$ cat config.mk
export PLATFORM = sky130hd
export DESIGN_NAME = fsh_host
export DESIGN_NICKNAME = d
export VERILOG_FILES = /design/src/design/fsh_pkg.sv /design/src/design/fsh_host.sv
export SDC_FILE = /design/constraint.sdc
export NUM_CORES = 1
export LEC_CHECK = 0
export ABC_AREA = 1
export ABC_CLOCK_PERIOD_IN_PS = 1750
export BUFFER_PORTS_ARGS = -buffer_cell sky130_fd_sc_hd__buf_4
export CORE_MARGIN = 10
export CORE_UTILIZATION = 52
export DETAILED_ROUTE_END_ITERATION = 8
export PLACE_DENSITY = 0.78
export SLEW_MARGIN = 15
export SYNTH_ARGS = -nofsm -noshare
export SYNTH_HDL_FRONTEND = slang
export SYNTH_SLANG_ARGS = --single-unit
$ cat constraint.sdc
create_clock -name mclk -period 1.75 [get_ports mclk]
set_input_delay 0.35 -clock mclk [delete_from_list [all_inputs] [get_ports mclk]]
set_output_delay 0.35 -clock mclk [all_outputs]
set_load 0.03 [all_outputs]
$ cat src/design/fsh_pkg.sv
package fsh_pkg;

    // software-visible register offsets (byte addresses, one word each)
    localparam logic [7:0] OFS_CMD = 8'h00;
    localparam logic [7:0] OFS_ADDR = 8'h04;
    localparam logic [7:0] OFS_WDATA = 8'h08;
    localparam logic [7:0] OFS_STAT = 8'h0c;

    // command register fields
    localparam int CMD_OP_LSB = 0;
    localparam int CMD_OP_MSB = 1;

    // status register fields
    localparam int STAT_BYTE_LSB = 0;
    localparam int STAT_BUSY = 8;
    localparam int STAT_MODE = 9;
    localparam int STAT_HIGH_BAD = 10;
    localparam int STAT_ERR = 11;

    // reset values
    localparam logic [23:0] ADDR_RST = 24'h000000;
    localparam logic [15:0] WDATA_RST = 16'h0000;
    localparam logic [7:0] DEV_STATUS_RST = 8'h80;

    // device command codes
    localparam logic [15:0] CMD_CLEAR = 16'h0050;
    localparam logic [15:0] CMD_RD_STATUS = 16'h0070;
    localparam logic [7:0] CMD_RD_ARRAY = 8'hff;
    localparam logic [7:0] CMD_RD_INFO = 8'h90;
    localparam logic [7:0] CMD_QUERY = 8'h98;
    localparam logic [7:0] CMD_PROG_W = 8'h40;
    localparam logic [7:0] CMD_PROG_B = 8'h10;
    localparam logic [7:0] CMD_PROG_BUF = 8'he8;
    localparam logic [7:0] CMD_ERASE = 8'h20;
    localparam logic [7:0] CMD_LOCK = 8'h60;
    localparam logic [7:0] CMD_RESUME = 8'hd0;

    // device status bit positions
    localparam int BIT_READY = 7;
    localparam int BIT_ERASE_SUSP = 6;
    localparam int BIT_ERASE_FAIL = 5;
    localparam int BIT_PROG_FAIL = 4;
    localparam int BIT_SUPPLY = 3;
    localparam int BIT_PROG_SUSP = 2;
    localparam int BIT_LOCKED = 1;

    // pin timing, in ns and in 25 ns clock cycles
    localparam int CLK_NS = 25;
    localparam int T_WRITE_LOW_NS = 70;
    localparam int T_WRITE_HIGH_NS = 30;
    localparam int T_ACCESS_NS = 95;
    localparam int T_OE_HIGH_NS = 25;
    localparam int SYNC_CYC = 2;
    localparam logic [3:0] WR_LOW_CYC = 4'((T_WRITE_LOW_NS + CLK_NS - 1) / CLK_NS);
    localparam logic [3:0] WR_HIGH_CYC = 4'((T_WRITE_HIGH_NS + CLK_NS - 1) / CLK_NS);
    localparam logic [3:0] RD_LOW_CYC =
        4'((T_ACCESS_NS + CLK_NS - 1) / CLK_NS + SYNC_CYC);
    localparam logic [3:0] RD_HIGH_CYC = 4'((T_OE_HIGH_NS + CLK_NS - 1) / CLK_NS);

    typedef enum logic [1:0] {
        OP_CLEAR = 2'b00,
        OP_STATUS = 2'b01,
        OP_RAW = 2'b10,
        OP_READ = 2'b11
    } fsh_op_t;

    typedef enum logic [2:0] {
        ST_IDLE = 3'b000,
        ST_WLOW = 3'b001,
        ST_WHIGH = 3'b010,
        ST_RLOW = 3'b011,
        ST_RHIGH = 3'b100
    } fsh_state_t;

    typedef struct packed {
        logic psel;
        logic penable;
        logic pwrite;
        logic [7:0] paddr;
        logic [31:0] pwdata;
    } fsh_apb_req_t;

    typedef struct packed {
        logic chipSelectN;
        logic outEnableN;
        logic writeEnableN;
        logic dqOe;
        logic [23:0] addr;
        logic [15:0] dqOut;
    } fsh_pins_t;

endpackage : fsh_pkg

$ cat src/design/fsh_host.sv
// The address map and the APB register port were chosen for this implementation.
`timescale 1ns/10ps
`default_nettype none

module fsh_host (
    // clock and reset
    input wire logic mclk,
    input wire logic rstn,
    // apb slave
    input wire fsh_pkg::fsh_apb_req_t apbReq,
    output logic pready,
    output logic [31:0] prdata,
    output logic pslverr,
    // flash pins
    output fsh_pkg::fsh_pins_t flashPins,
    input wire logic [15:0] flashDqIn,
    output logic resetPinN
);

    // tracks the read mode the device is in after each command
    function automatic logic nextMode(input logic [15:0] cmd,
                                      input logic cur);
        logic res;
        res = cur;
        unique case (cmd[7:0])
            fsh_pkg::CMD_CLEAR[7:0],
            fsh_pkg::CMD_RD_STATUS[7:0],
            fsh_pkg::CMD_PROG_W, fsh_pkg::CMD_PROG_B,
            fsh_pkg::CMD_PROG_BUF, fsh_pkg::CMD_ERASE,
            fsh_pkg::CMD_LOCK, fsh_pkg::CMD_RESUME: res = 1'b1;
            fsh_pkg::CMD_RD_ARRAY, fsh_pkg::CMD_RD_INFO,
            fsh_pkg::CMD_QUERY: res = 1'b0;
            default: res = cur;
        endcase
        return res;
    endfunction : nextMode

    fsh_pkg::fsh_state_t state_q, state_d;
    fsh_pkg::fsh_pins_t pins_q, pins_d;
    logic [3:0] cnt_q, cnt_d;
    logic [23:0] addr_q, addr_d;
    logic [15:0] wdata_q, wdata_d;
    logic [7:0] devStatus_q, devStatus_d;
    logic highBad_q, highBad_d;
    logic statusMode_q, statusMode_d;
    logic readPend_q, readPend_d;
    logic resetPin_q;
    logic [15:0] dqSync1_q, dqSync2_q;

    // apb decode
    wire logic apbSetup = apbReq.psel && !apbReq.penable;
    wire logic apbAccess = apbReq.psel && apbReq.penable;
    wire logic apbWrite = apbAccess && apbReq.pwrite;
    wire logic hitCmd = apbReq.paddr == fsh_pkg::OFS_CMD;
    wire logic hitAddr = apbReq.paddr == fsh_pkg::OFS_ADDR;
    wire logic hitWdata = apbReq.paddr == fsh_pkg::OFS_WDATA;
    wire logic hitStat = apbReq.paddr == fsh_pkg::OFS_STAT;
    wire logic hitAny = hitCmd || hitAddr || hitWdata || hitStat;
    wire logic idle = state_q == fsh_pkg::ST_IDLE;
    wire logic start = apbWrite && hitCmd && idle;
    wire fsh_pkg::fsh_op_t op = fsh_pkg::fsh_op_t'(
        apbReq.pwdata[fsh_pkg::CMD_OP_MSB:fsh_pkg::CMD_OP_LSB]);

    // command word chosen by the requested operation
    wire logic [15:0] opWord =
        (op == fsh_pkg::OP_CLEAR) ? fsh_pkg::CMD_CLEAR :
        (op == fsh_pkg::OP_STATUS) ? fsh_pkg::CMD_RD_STATUS :
        wdata_q;
    // a status poll skips the mode command when already in status mode
    wire logic opNeedsWrite = (op != fsh_pkg::OP_READ) &&
        !(op == fsh_pkg::OP_STATUS && statusMode_q);
    wire logic opNeedsRead = (op == fsh_pkg::OP_STATUS) ||
        (op == fsh_pkg::OP_READ);

    // while busy, bits 6:0 are not driven and are shown as zero
    wire logic [7:0] sampled = dqSync2_q[7:0];
    wire logic [7:0] statusView = sampled[fsh_pkg::BIT_READY] ?
        {sampled[7:1], 1'b0} :
        {1'b0, 7'h00};

    // apb answer: no wait states
    wire logic [31:0] statWord = {19'h00000, devStatus_q[5:4],
        highBad_q, statusMode_q, !idle, devStatus_q};
    assign pready = 1'b1;
    assign pslverr = apbAccess && !hitAny;
    assign prdata = !(apbAccess && !apbReq.pwrite) ? 32'h00000000 :
        hitCmd ? {30'h00000000, readPend_q, !idle} :
        hitAddr ? {8'h00, addr_q} :
        hitWdata ? {16'h0000, wdata_q} :
        hitStat ? statWord : 32'h00000000;

    assign flashPins = pins_q;
    assign resetPinN = resetPin_q;

    // registers software can write; address and data held while busy
    always_comb begin
        addr_d = addr_q;
        wdata_d = wdata_q;
        if (apbWrite && idle && hitAddr) begin
            addr_d = apbReq.pwdata[23:0];
        end
        if (apbWrite && idle && hitWdata) begin
            wdata_d = apbReq.pwdata[15:0];
        end
    end

    // pin sequencer
    always_comb begin
        state_d = state_q;
        pins_d = pins_q;
        cnt_d = cnt_q;
        devStatus_d = devStatus_q;
        highBad_d = highBad_q;
        statusMode_d = statusMode_q;
        readPend_d = readPend_q;
        pins_d.addr = addr_q;
        unique case (state_q)
            fsh_pkg::ST_IDLE: begin
                pins_d.chipSelectN = 1'b1;
                pins_d.outEnableN = 1'b1;
                pins_d.writeEnableN = 1'b1;
                pins_d.dqOe = 1'b0;
                if (start && opNeedsWrite) begin
                    // bus write cycle carries the command
                    state_d = fsh_pkg::ST_WLOW;
                    cnt_d = fsh_pkg::WR_LOW_CYC;
                    pins_d.chipSelectN = 1'b0;
                    pins_d.writeEnableN = 1'b0;
                    pins_d.dqOe = 1'b1;
                    pins_d.dqOut = opWord;
                    readPend_d = opNeedsRead;
                    statusMode_d = nextMode(opWord, statusMode_q);
                end else if (start) begin
                    state_d = fsh_pkg::ST_RLOW;
                    cnt_d = fsh_pkg::RD_LOW_CYC;
                    pins_d.chipSelectN = 1'b0;
                    pins_d.outEnableN = 1'b0;
                    readPend_d = 1'b0;
                end
            end
            fsh_pkg::ST_WLOW: begin
                cnt_d = cnt_q - 4'h1;
                if (cnt_q == 4'h1) begin
                    // rising write enable latches the command
                    state_d = fsh_pkg::ST_WHIGH;
                    cnt_d = fsh_pkg::WR_HIGH_CYC;
                    pins_d.writeEnableN = 1'b1;
                end
            end
            fsh_pkg::ST_WHIGH: begin
                cnt_d = cnt_q - 4'h1;
                pins_d.chipSelectN = 1'b1;
                if (cnt_q == 4'h1) begin
                    pins_d.dqOe = 1'b0;
                    if (readPend_q) begin
                        state_d = fsh_pkg::ST_RLOW;
                        cnt_d = fsh_pkg::RD_LOW_CYC;
                        pins_d.chipSelectN = 1'b0;
                        pins_d.outEnableN = 1'b0;
                        readPend_d = 1'b0;
                    end else begin
                        state_d = fsh_pkg::ST_IDLE;
                    end
                end
            end
            fsh_pkg::ST_RLOW: begin
                cnt_d = cnt_q - 4'h1;
                if (cnt_q == 4'h1) begin
                    // one word per select, no page bursts
                    devStatus_d = statusView;
                    highBad_d = dqSync2_q[15:8] != 8'h00;
                    state_d = fsh_pkg::ST_RHIGH;
                    cnt_d = fsh_pkg::RD_HIGH_CYC;
                    pins_d.outEnableN = 1'b1;
                    pins_d.chipSelectN = 1'b1;
                end
            end
            fsh_pkg::ST_RHIGH: begin
                cnt_d = cnt_q - 4'h1;
                if (cnt_q == 4'h1) begin
                    state_d = fsh_pkg::ST_IDLE;
                end
            end
            default: begin
                state_d = fsh_pkg::ST_IDLE;
            end
        endcase
    end

    // data lines come from another timing domain
    always_ff @(posedge mclk) begin
        dqSync1_q <= flashDqIn;
        dqSync2_q <= dqSync1_q;
    end

    // device reset pin follows system reset; device then in array mode
    always_ff @(posedge mclk) begin
        if (!rstn) begin
            resetPin_q <= 1'b0;
            statusMode_q <= 1'b0;
            devStatus_q <= fsh_pkg::DEV_STATUS_RST;
            highBad_q <= 1'b0;
        end else begin
            resetPin_q <= 1'b1;
            statusMode_q <= statusMode_d;
            devStatus_q <= devStatus_d;
            highBad_q <= highBad_d;
        end
    end

    always_ff @(posedge mclk) begin
        if (!rstn) begin
            state_q <= fsh_pkg::ST_IDLE;
            cnt_q <= 4'h0;
            readPend_q <= 1'b0;
            addr_q <= fsh_pkg::ADDR_RST;
            wdata_q <= fsh_pkg::WDATA_RST;
        end else begin
            state_q <= state_d;
            cnt_q <= cnt_d;
            readPend_q <= readPend_d;
            addr_q <= addr_d;
            wdata_q <= wdata_d;
        end
    end

    always_ff @(posedge mclk) begin
        if (!rstn) begin
            pins_q <= '{chipSelectN: 1'b1, outEnableN: 1'b1,
                        writeEnableN: 1'b1, dqOe: 1'b0,
                        addr: fsh_pkg::ADDR_RST, dqOut: 16'h0000};
        end else begin
            pins_q <= pins_d;
        end
    end

    // apbSetup is decoded for completeness of the bus phases
    wire logic unusedSetup = apbSetup;

endmodule : fsh_host

`default_nettype wire

=== After elaboration in Yosys (flattened, before gate mapping) ===
Index checks and enable logic that the tools add are counted.

* $add $sub $neg: 1
* Equal/unequal tests: 28
* Muxes and demuxes: 40
* Reductions and logical operators: 41

{| class="wikitable"
|+ Operators by type and width
! kind !! number
|-
| two-way mux 24 bit || 3
|-
| two-way mux 16 bit || 3
|-
| == test 8 bit, second input constant || 5
|-
| == test 8 x 7 -> 1 bit, second input constant || 4
|-
| two-way mux 4 bit || 6
|-
| case mux 4 bit (5 select lines) || 1
|-
| two-way mux 3 bit || 6
|-
| == test 8 x 4 -> 1 bit, second input constant || 2
|-
| case mux 3 bit (5 select lines) || 1
|-
| two-way mux 13 bit || 1
|-
| logical AND 1 bit || 12
|-
| two-way mux 2 bit || 6
|-
| inequality test 2 bit, second input constant || 6
|-
| AND reduction 2 bit || 6
|-
| == test 8 x 3 -> 1 bit, second input constant || 1
|-
| == test 8 x 5 -> 1 bit, second input constant || 1
|-
| == test 8 x 6 -> 1 bit, second input constant || 1
|-
| zero test 8 bit || 1
|-
| two-way mux 8 bit || 1
|-
| case mux 1 bit (2 select lines) || 4
|-
| nonzero test 8 bit || 1
|-
| OR reduction 8 bit || 1
|-
| two-way mux 1 bit || 7
|-
| == test 3 x 2 -> 1 bit, second input constant || 2
|-
| other kinds (19) || 28
|}

* Register bits: 135
* Input bits: 61
* Output and inout bits: 79
* Word-level logic and storage cells: 127

=== Logic depth before layout (Yosys ltp) ===
* Depth after elaboration: 7
* Depth in mapped cells: 11
* Mapped depth without buffers: 10

=== Worst setup path before layout ===
OpenSTA, ideal clock, no wires.

* Path type: input -> output
* Start point: in apbReq[35] in the netlist's numbering
* End point: out pslverr
* Arrival: 1.772 ns
* Required time: 1.400 ns
* Slack: -0.372 ns
* Cell stages on the path: 7
* Path buffers: 2
* Cell sequence: buf_6 -> inv_2 -> nor2_1 -> nand2_1 -> nor2_4 -> buf_4 -> nor4_1

* Cells in the longest elaborated chain, start to end: 6
* Elaborated cells between the ends (all ways): 9
* Those cells by class: eq/ne (3); reduce/logical (6)

{| class="wikitable"
|+ RTL lines
! element !! RTL line !! source
|-
| start: declaration || fsh_host.sv:10 || <nowiki>input wire fsh_pkg::fsh_apb_req_t apbReq,</nowiki>
|-
| == test 8 x 3 -> 1 bit / zero test 8 bit (equally long branches) || fsh_host.sv:55, fsh_host.sv:54 ||
|-
| logical OR 1 bit (2 in a row) || fsh_host.sv:58 || <nowiki>wire logic hitAny = hitCmd || hitAddr || hitWdata || hitStat;</nowiki>
|-
| logical OR 1 bit (*) || fsh_host.sv:58 ||
|-
| zero test 1 bit (*) || fsh_host.sv:85 || <nowiki>assign pslverr = apbAccess && !hitAny;</nowiki>
|-
| logical AND 1 bit (*) || fsh_host.sv:85 ||
|-
| end: declaration || fsh_host.sv:13 || <nowiki>output logic pslverr,</nowiki>
|}

Every way passes the cells marked *; elsewhere a longest branch is shown, timed or not.

=== Worst setup path in the final report ===
* Start point: in apbReq[32] in the netlist's numbering
* End point: out prdata[7]

* Cells in the longest elaborated chain, start to end: 6
* Elaborated cells between the ends (all ways): 9
* Those cells by class: eq/ne (3); mux (5); reduce/logical (1)

{| class="wikitable"
|+ RTL lines
! element !! RTL line !! source
|-
| == test 8 x 4 -> 1 bit || fsh_host.sv:57 || <nowiki>wire logic hitStat = apbReq.paddr == fsh_pkg::OFS_STAT;</nowiki>
|-
| two-way mux 13 bit || fsh_host.sv:90 || <nowiki>hitStat ? statWord : 32'h00000000;</nowiki>
|-
| two-way mux 16 bit || fsh_host.sv:89 || <nowiki>hitWdata ? {16'h0000, wdata_q} :</nowiki>
|-
| two-way mux 24 bit || fsh_host.sv:88 || <nowiki>hitAddr ? {8'h00, addr_q} :</nowiki>
|-
| two-way mux 24 bit (*) || fsh_host.sv:87 || <nowiki>hitCmd ? {30'h00000000, readPend_q, !idle} :</nowiki>
|-
| two-way mux 24 bit (*) || fsh_host.sv:86 || <nowiki>assign prdata = !(apbAccess && !apbReq.pwrite) ? 32'h00000000 :</nowiki>
|-
| end: declaration || fsh_host.sv:12 || <nowiki>output logic [31:0] prdata,</nowiki>
|}

Marked as above.

==> run_results.csv <==
group,metric,value,unit
floorplan,io_pins,140,
worst_setup_path,reg2reg_slack,-10,ps
power_and_ir_drop,power_leakage,3.59,nW
synth,mappedNetlistArea,5220,um^2
cells_and_area,nNetsFinal,919,
worst_setup_path,reg2reg_depth,9,
run,cap_violations,0,
placement,routabilityCongestion,0.906,
route,dr.pass1.iters,6,
route,drcViolationCount,0,
synth,synth_top_area_cell,"dfxtp_1",
synth,synth_seq_cells,132,
route,ant_nets,0,
status,status,"finished with violations",
timing,layout_setup_ws,-338,ps
floorplan,die_h,120,um
placement,io_buffer_count,121,
route,vias,5345,
route,routed_via_density,5.33,
worst_setup_path,path_max_fanout,15,
synth,ys_types,39,
clock_network,path_clk_slew,60,ps
route,first_iter_violations,477,
clock_network,clk_path_buf_depth,2,
route,wire_per_inst,17.0,um
worst_hold_path,hp-class,"input pin to register",
timing,min_period,2090,ps
power_and_ir_drop,p_clk_frac,0.477,
cells_and_area,final_cells,1002,
power_and_ir_drop,p_comb_frac,0.086,
floorplan,die_x,120,um
placement,dp.cells,943,
placement,pre_cts_slack,-284,ps
floorplan,core_area,9770,um^2
clock_network,cts_tree,"done",
cells_and_area,design_area,7700,um^2
cells_and_area,syn_to_final_growth,47.5,%
cells_and_area,fillCellCount,613,
clock_network,cts_made_buffers,17,
synth,syn_inst,679,
clock_network,htree_num_levels,4,
clock_network,root_buffer,"clkbuf_8",
cells_and_area,drive_gt1_frac,0.336,
floorplan,die-area,14400,um^2
timing,min_period_over_period,1.19,
global_route,grt_max_degree,36,
placement,placed_area,6500,um^2
placement,dp_hpwl,11.0,mm
synth,synth.avg_cell_area,7.69,um^2
worst_setup_path,startpoint,"apbReq[32]",
route,wl,17.0,mm
clock_network,cts_sinks,132,
timing,hold_viol,0,
synth,synth_area_leaders,"dfxtp_1 51%, nand2_1 9.9%, nor2_1 7.8%",
timing,drv_slew,0,
power_and_ir_drop,p_switching,0.00193,W
floorplan,start_util,0.534,
worst_setup_path,cp.arrival,1740,ps
power_and_ir_drop,switching_share,0.272,
global_route,grt_overflow,0,
power_and_ir_drop,pwr-share-seq,0.437,
global_route,grt_pass1_wl,25.8,mm
status,violations,"setup timing",
worst_setup_path,crit_path_start_kind,"input pin",
synth,synth.top_cell.area_share,0.506,
worst_setup_path,worst-setup-path-type,"input pin to primary output",
worst_setup_path,endpoint_kind,"primary output",
floorplan,rows,36,
global_route,grtUsageTotal,0.220,
synth,ys_seq_area_frac,0.506,
worst_setup_path,worstReg2RegStart,"state_q[0]$_SDFFE_PN0P_",
power_and_ir_drop,internal_power,0.00517,W
synth,ys_warn_count,0,
worst_setup_path,crit_end,"prdata[7]",
timing,fmax,0.479,GHz
timing,holdWs,72.2,ps
timing,skew,11.2,ps
clock_network,clk_latency,540,ps
timing,grt_setup_unrepaired,"true",
timing,setup_viol,26,
global_route,grt_pass1_vias,5302,
power_and_ir_drop,vdd_drop_max,0.000603,V
worst_setup_path,reg2reg_to,"addr_q[6]$_SDFFE_PN0P_",
worst_setup_path,cp.required,1400,ps
cells_and_area,diodes,0,
power_and_ir_drop,powerDensity,922,nW/um^2
power_and_ir_drop,power.total,0.00710,W
global_route,antenna_found_initial,0,
==> power groups by stage <==
stage	Combinational (W)	Clock, W	Sequential, W
global route	0.000670	0.00355	0.00311
detailed placement	0.000516	0	0.00317
global placement	0.000507	0	0.00317
CTS	0.000574	0.00341	0.00310
floorplan	0.000316	0	0.00318
finish	0.000612	0.00338	0.00310
==> final cells by class <==
type,instances,area (um^2),share of cell area
sequential,132,2650,0.344
inverter,68,283,0.0367
timing repair buffer,189,1690,0.220
clock inverter,15,155,0.0202
clock buffer,17,414,0.0538
multi-input combinational,448,2340,0.304
tap,133,166,0.0216
==> per-layer routing <==
| layer | part of all wire | track usage |
|---|---|---|
| met1 | 0.39 | 0.252 |
| met2 | 0.48 | 0.365 |
| met3 | 0.092 | 0.0717 |
| met4 | 0.040 | 0.103 |
| met5 | 0 | 0 |
==> layout by cell type (no fill, tap or decap), types with 15 or more instances in the layout <==
cell,n
nor2_4,15
buf_6,43
inv_1,54
nand2_1,128
o21ai_1,27
buf_4,125
dfxtp_1,129
a21oi_1,27
clkbuf_16,16
dlygate4sd3_1,15
o21ai_0,42
nor2_1,97
nand3_1,26
==> cell usage after synthesis, drive strengths merged <==
library cell / number
nand3b: 1
o21ai: 73
o21bai: 1
conb: 2
nand2: 147
xor2: 1
nor4: 3
dfxtp: 132
clkbuf: 12
buf: 26
nand4: 3
clkinv: 2
xnor2: 1
o211a: 3
o211ai: 5
a31oi: 2
nor2: 120
ha: 2
nand3: 34
inv: 66
nor3: 4
a21oi: 39
==> worst min-delay path by stage <==
stage / startpoint / endpoint / slack [ps] / cells after the start
2_1_floorplan: dqSync1_q[10]$_DFF_P_ / dqSync2_q[10]$_DFF_P_ / 310 / 0
3_3_place_gp: dqSync1_q[15]$_DFF_P_ / dqSync2_q[15]$_DFF_P_ / 310 / 0
3_5_place_dp: dqSync1_q[12]$_DFF_P_ / dqSync2_q[12]$_DFF_P_ / 310 / 0
4_1_cts: apbReq[20] / addr_q[20]$_SDFFE_PN0P_ / 60 / 3
5_1_grt: apbReq[23] / addr_q[23]$_SDFFE_PN0P_ / 90 / 3
6_report: apbReq[23] / addr_q[23]$_SDFFE_PN0P_ / 70 / 3
==> worst max-delay path, cell delays in order <==
cell        delay (ps)
buf_6              100
nor2_4             150
nand3_2            130
nor2_4             180
clkinvlp_4         150
buf_12             170
o211ai_1           270
inv_1               90
buf_6              150
==> sequential cells by signal (all words and copies together) (netlist names), 3 cells and up <==
signal,cells
addr_q,24
dqSync1_q,15
cnt_q,4
devStatus_q,7
flashPins,44
dqSync2_q,15
wdata_q,16
state_q,3
==> cell families after synthesis <==
group | Yosys count | synth area share
buffers and inverters | 106 | 0.0961
AND/OR/NAND/NOR | 312 | 0.260
other | 2 | 0.00144
flip-flops | 132 | 0.506
XOR/XNOR | 2 | 0.00336
AO/OA/AOI/OAI | 123 | 0.128
adder cells (fa/ha/maj) | 2 | 0.00479
==> stage by stage <==
step / util / TNS (ps)
6_report: 0.788 / -4710
5_1_grt: 0.788 / -6580
4_1_cts: 0.764 / -2430
3_5_place_dp: 0.665 / -6640
3_3_place_gp: 0.665 / -5340
2_1_floorplan: - / -1370
==> timing repair <==
action	CTS	global route
endpoints found under the hold margin	15	0
buffers inserted	3	8
pin swaps	12	11
hold buffers	15	0
gates cloned	1	0
setup endpoints to repair	25	25
gates resized for setup	67	59
(Power assumes the default switching activity.)
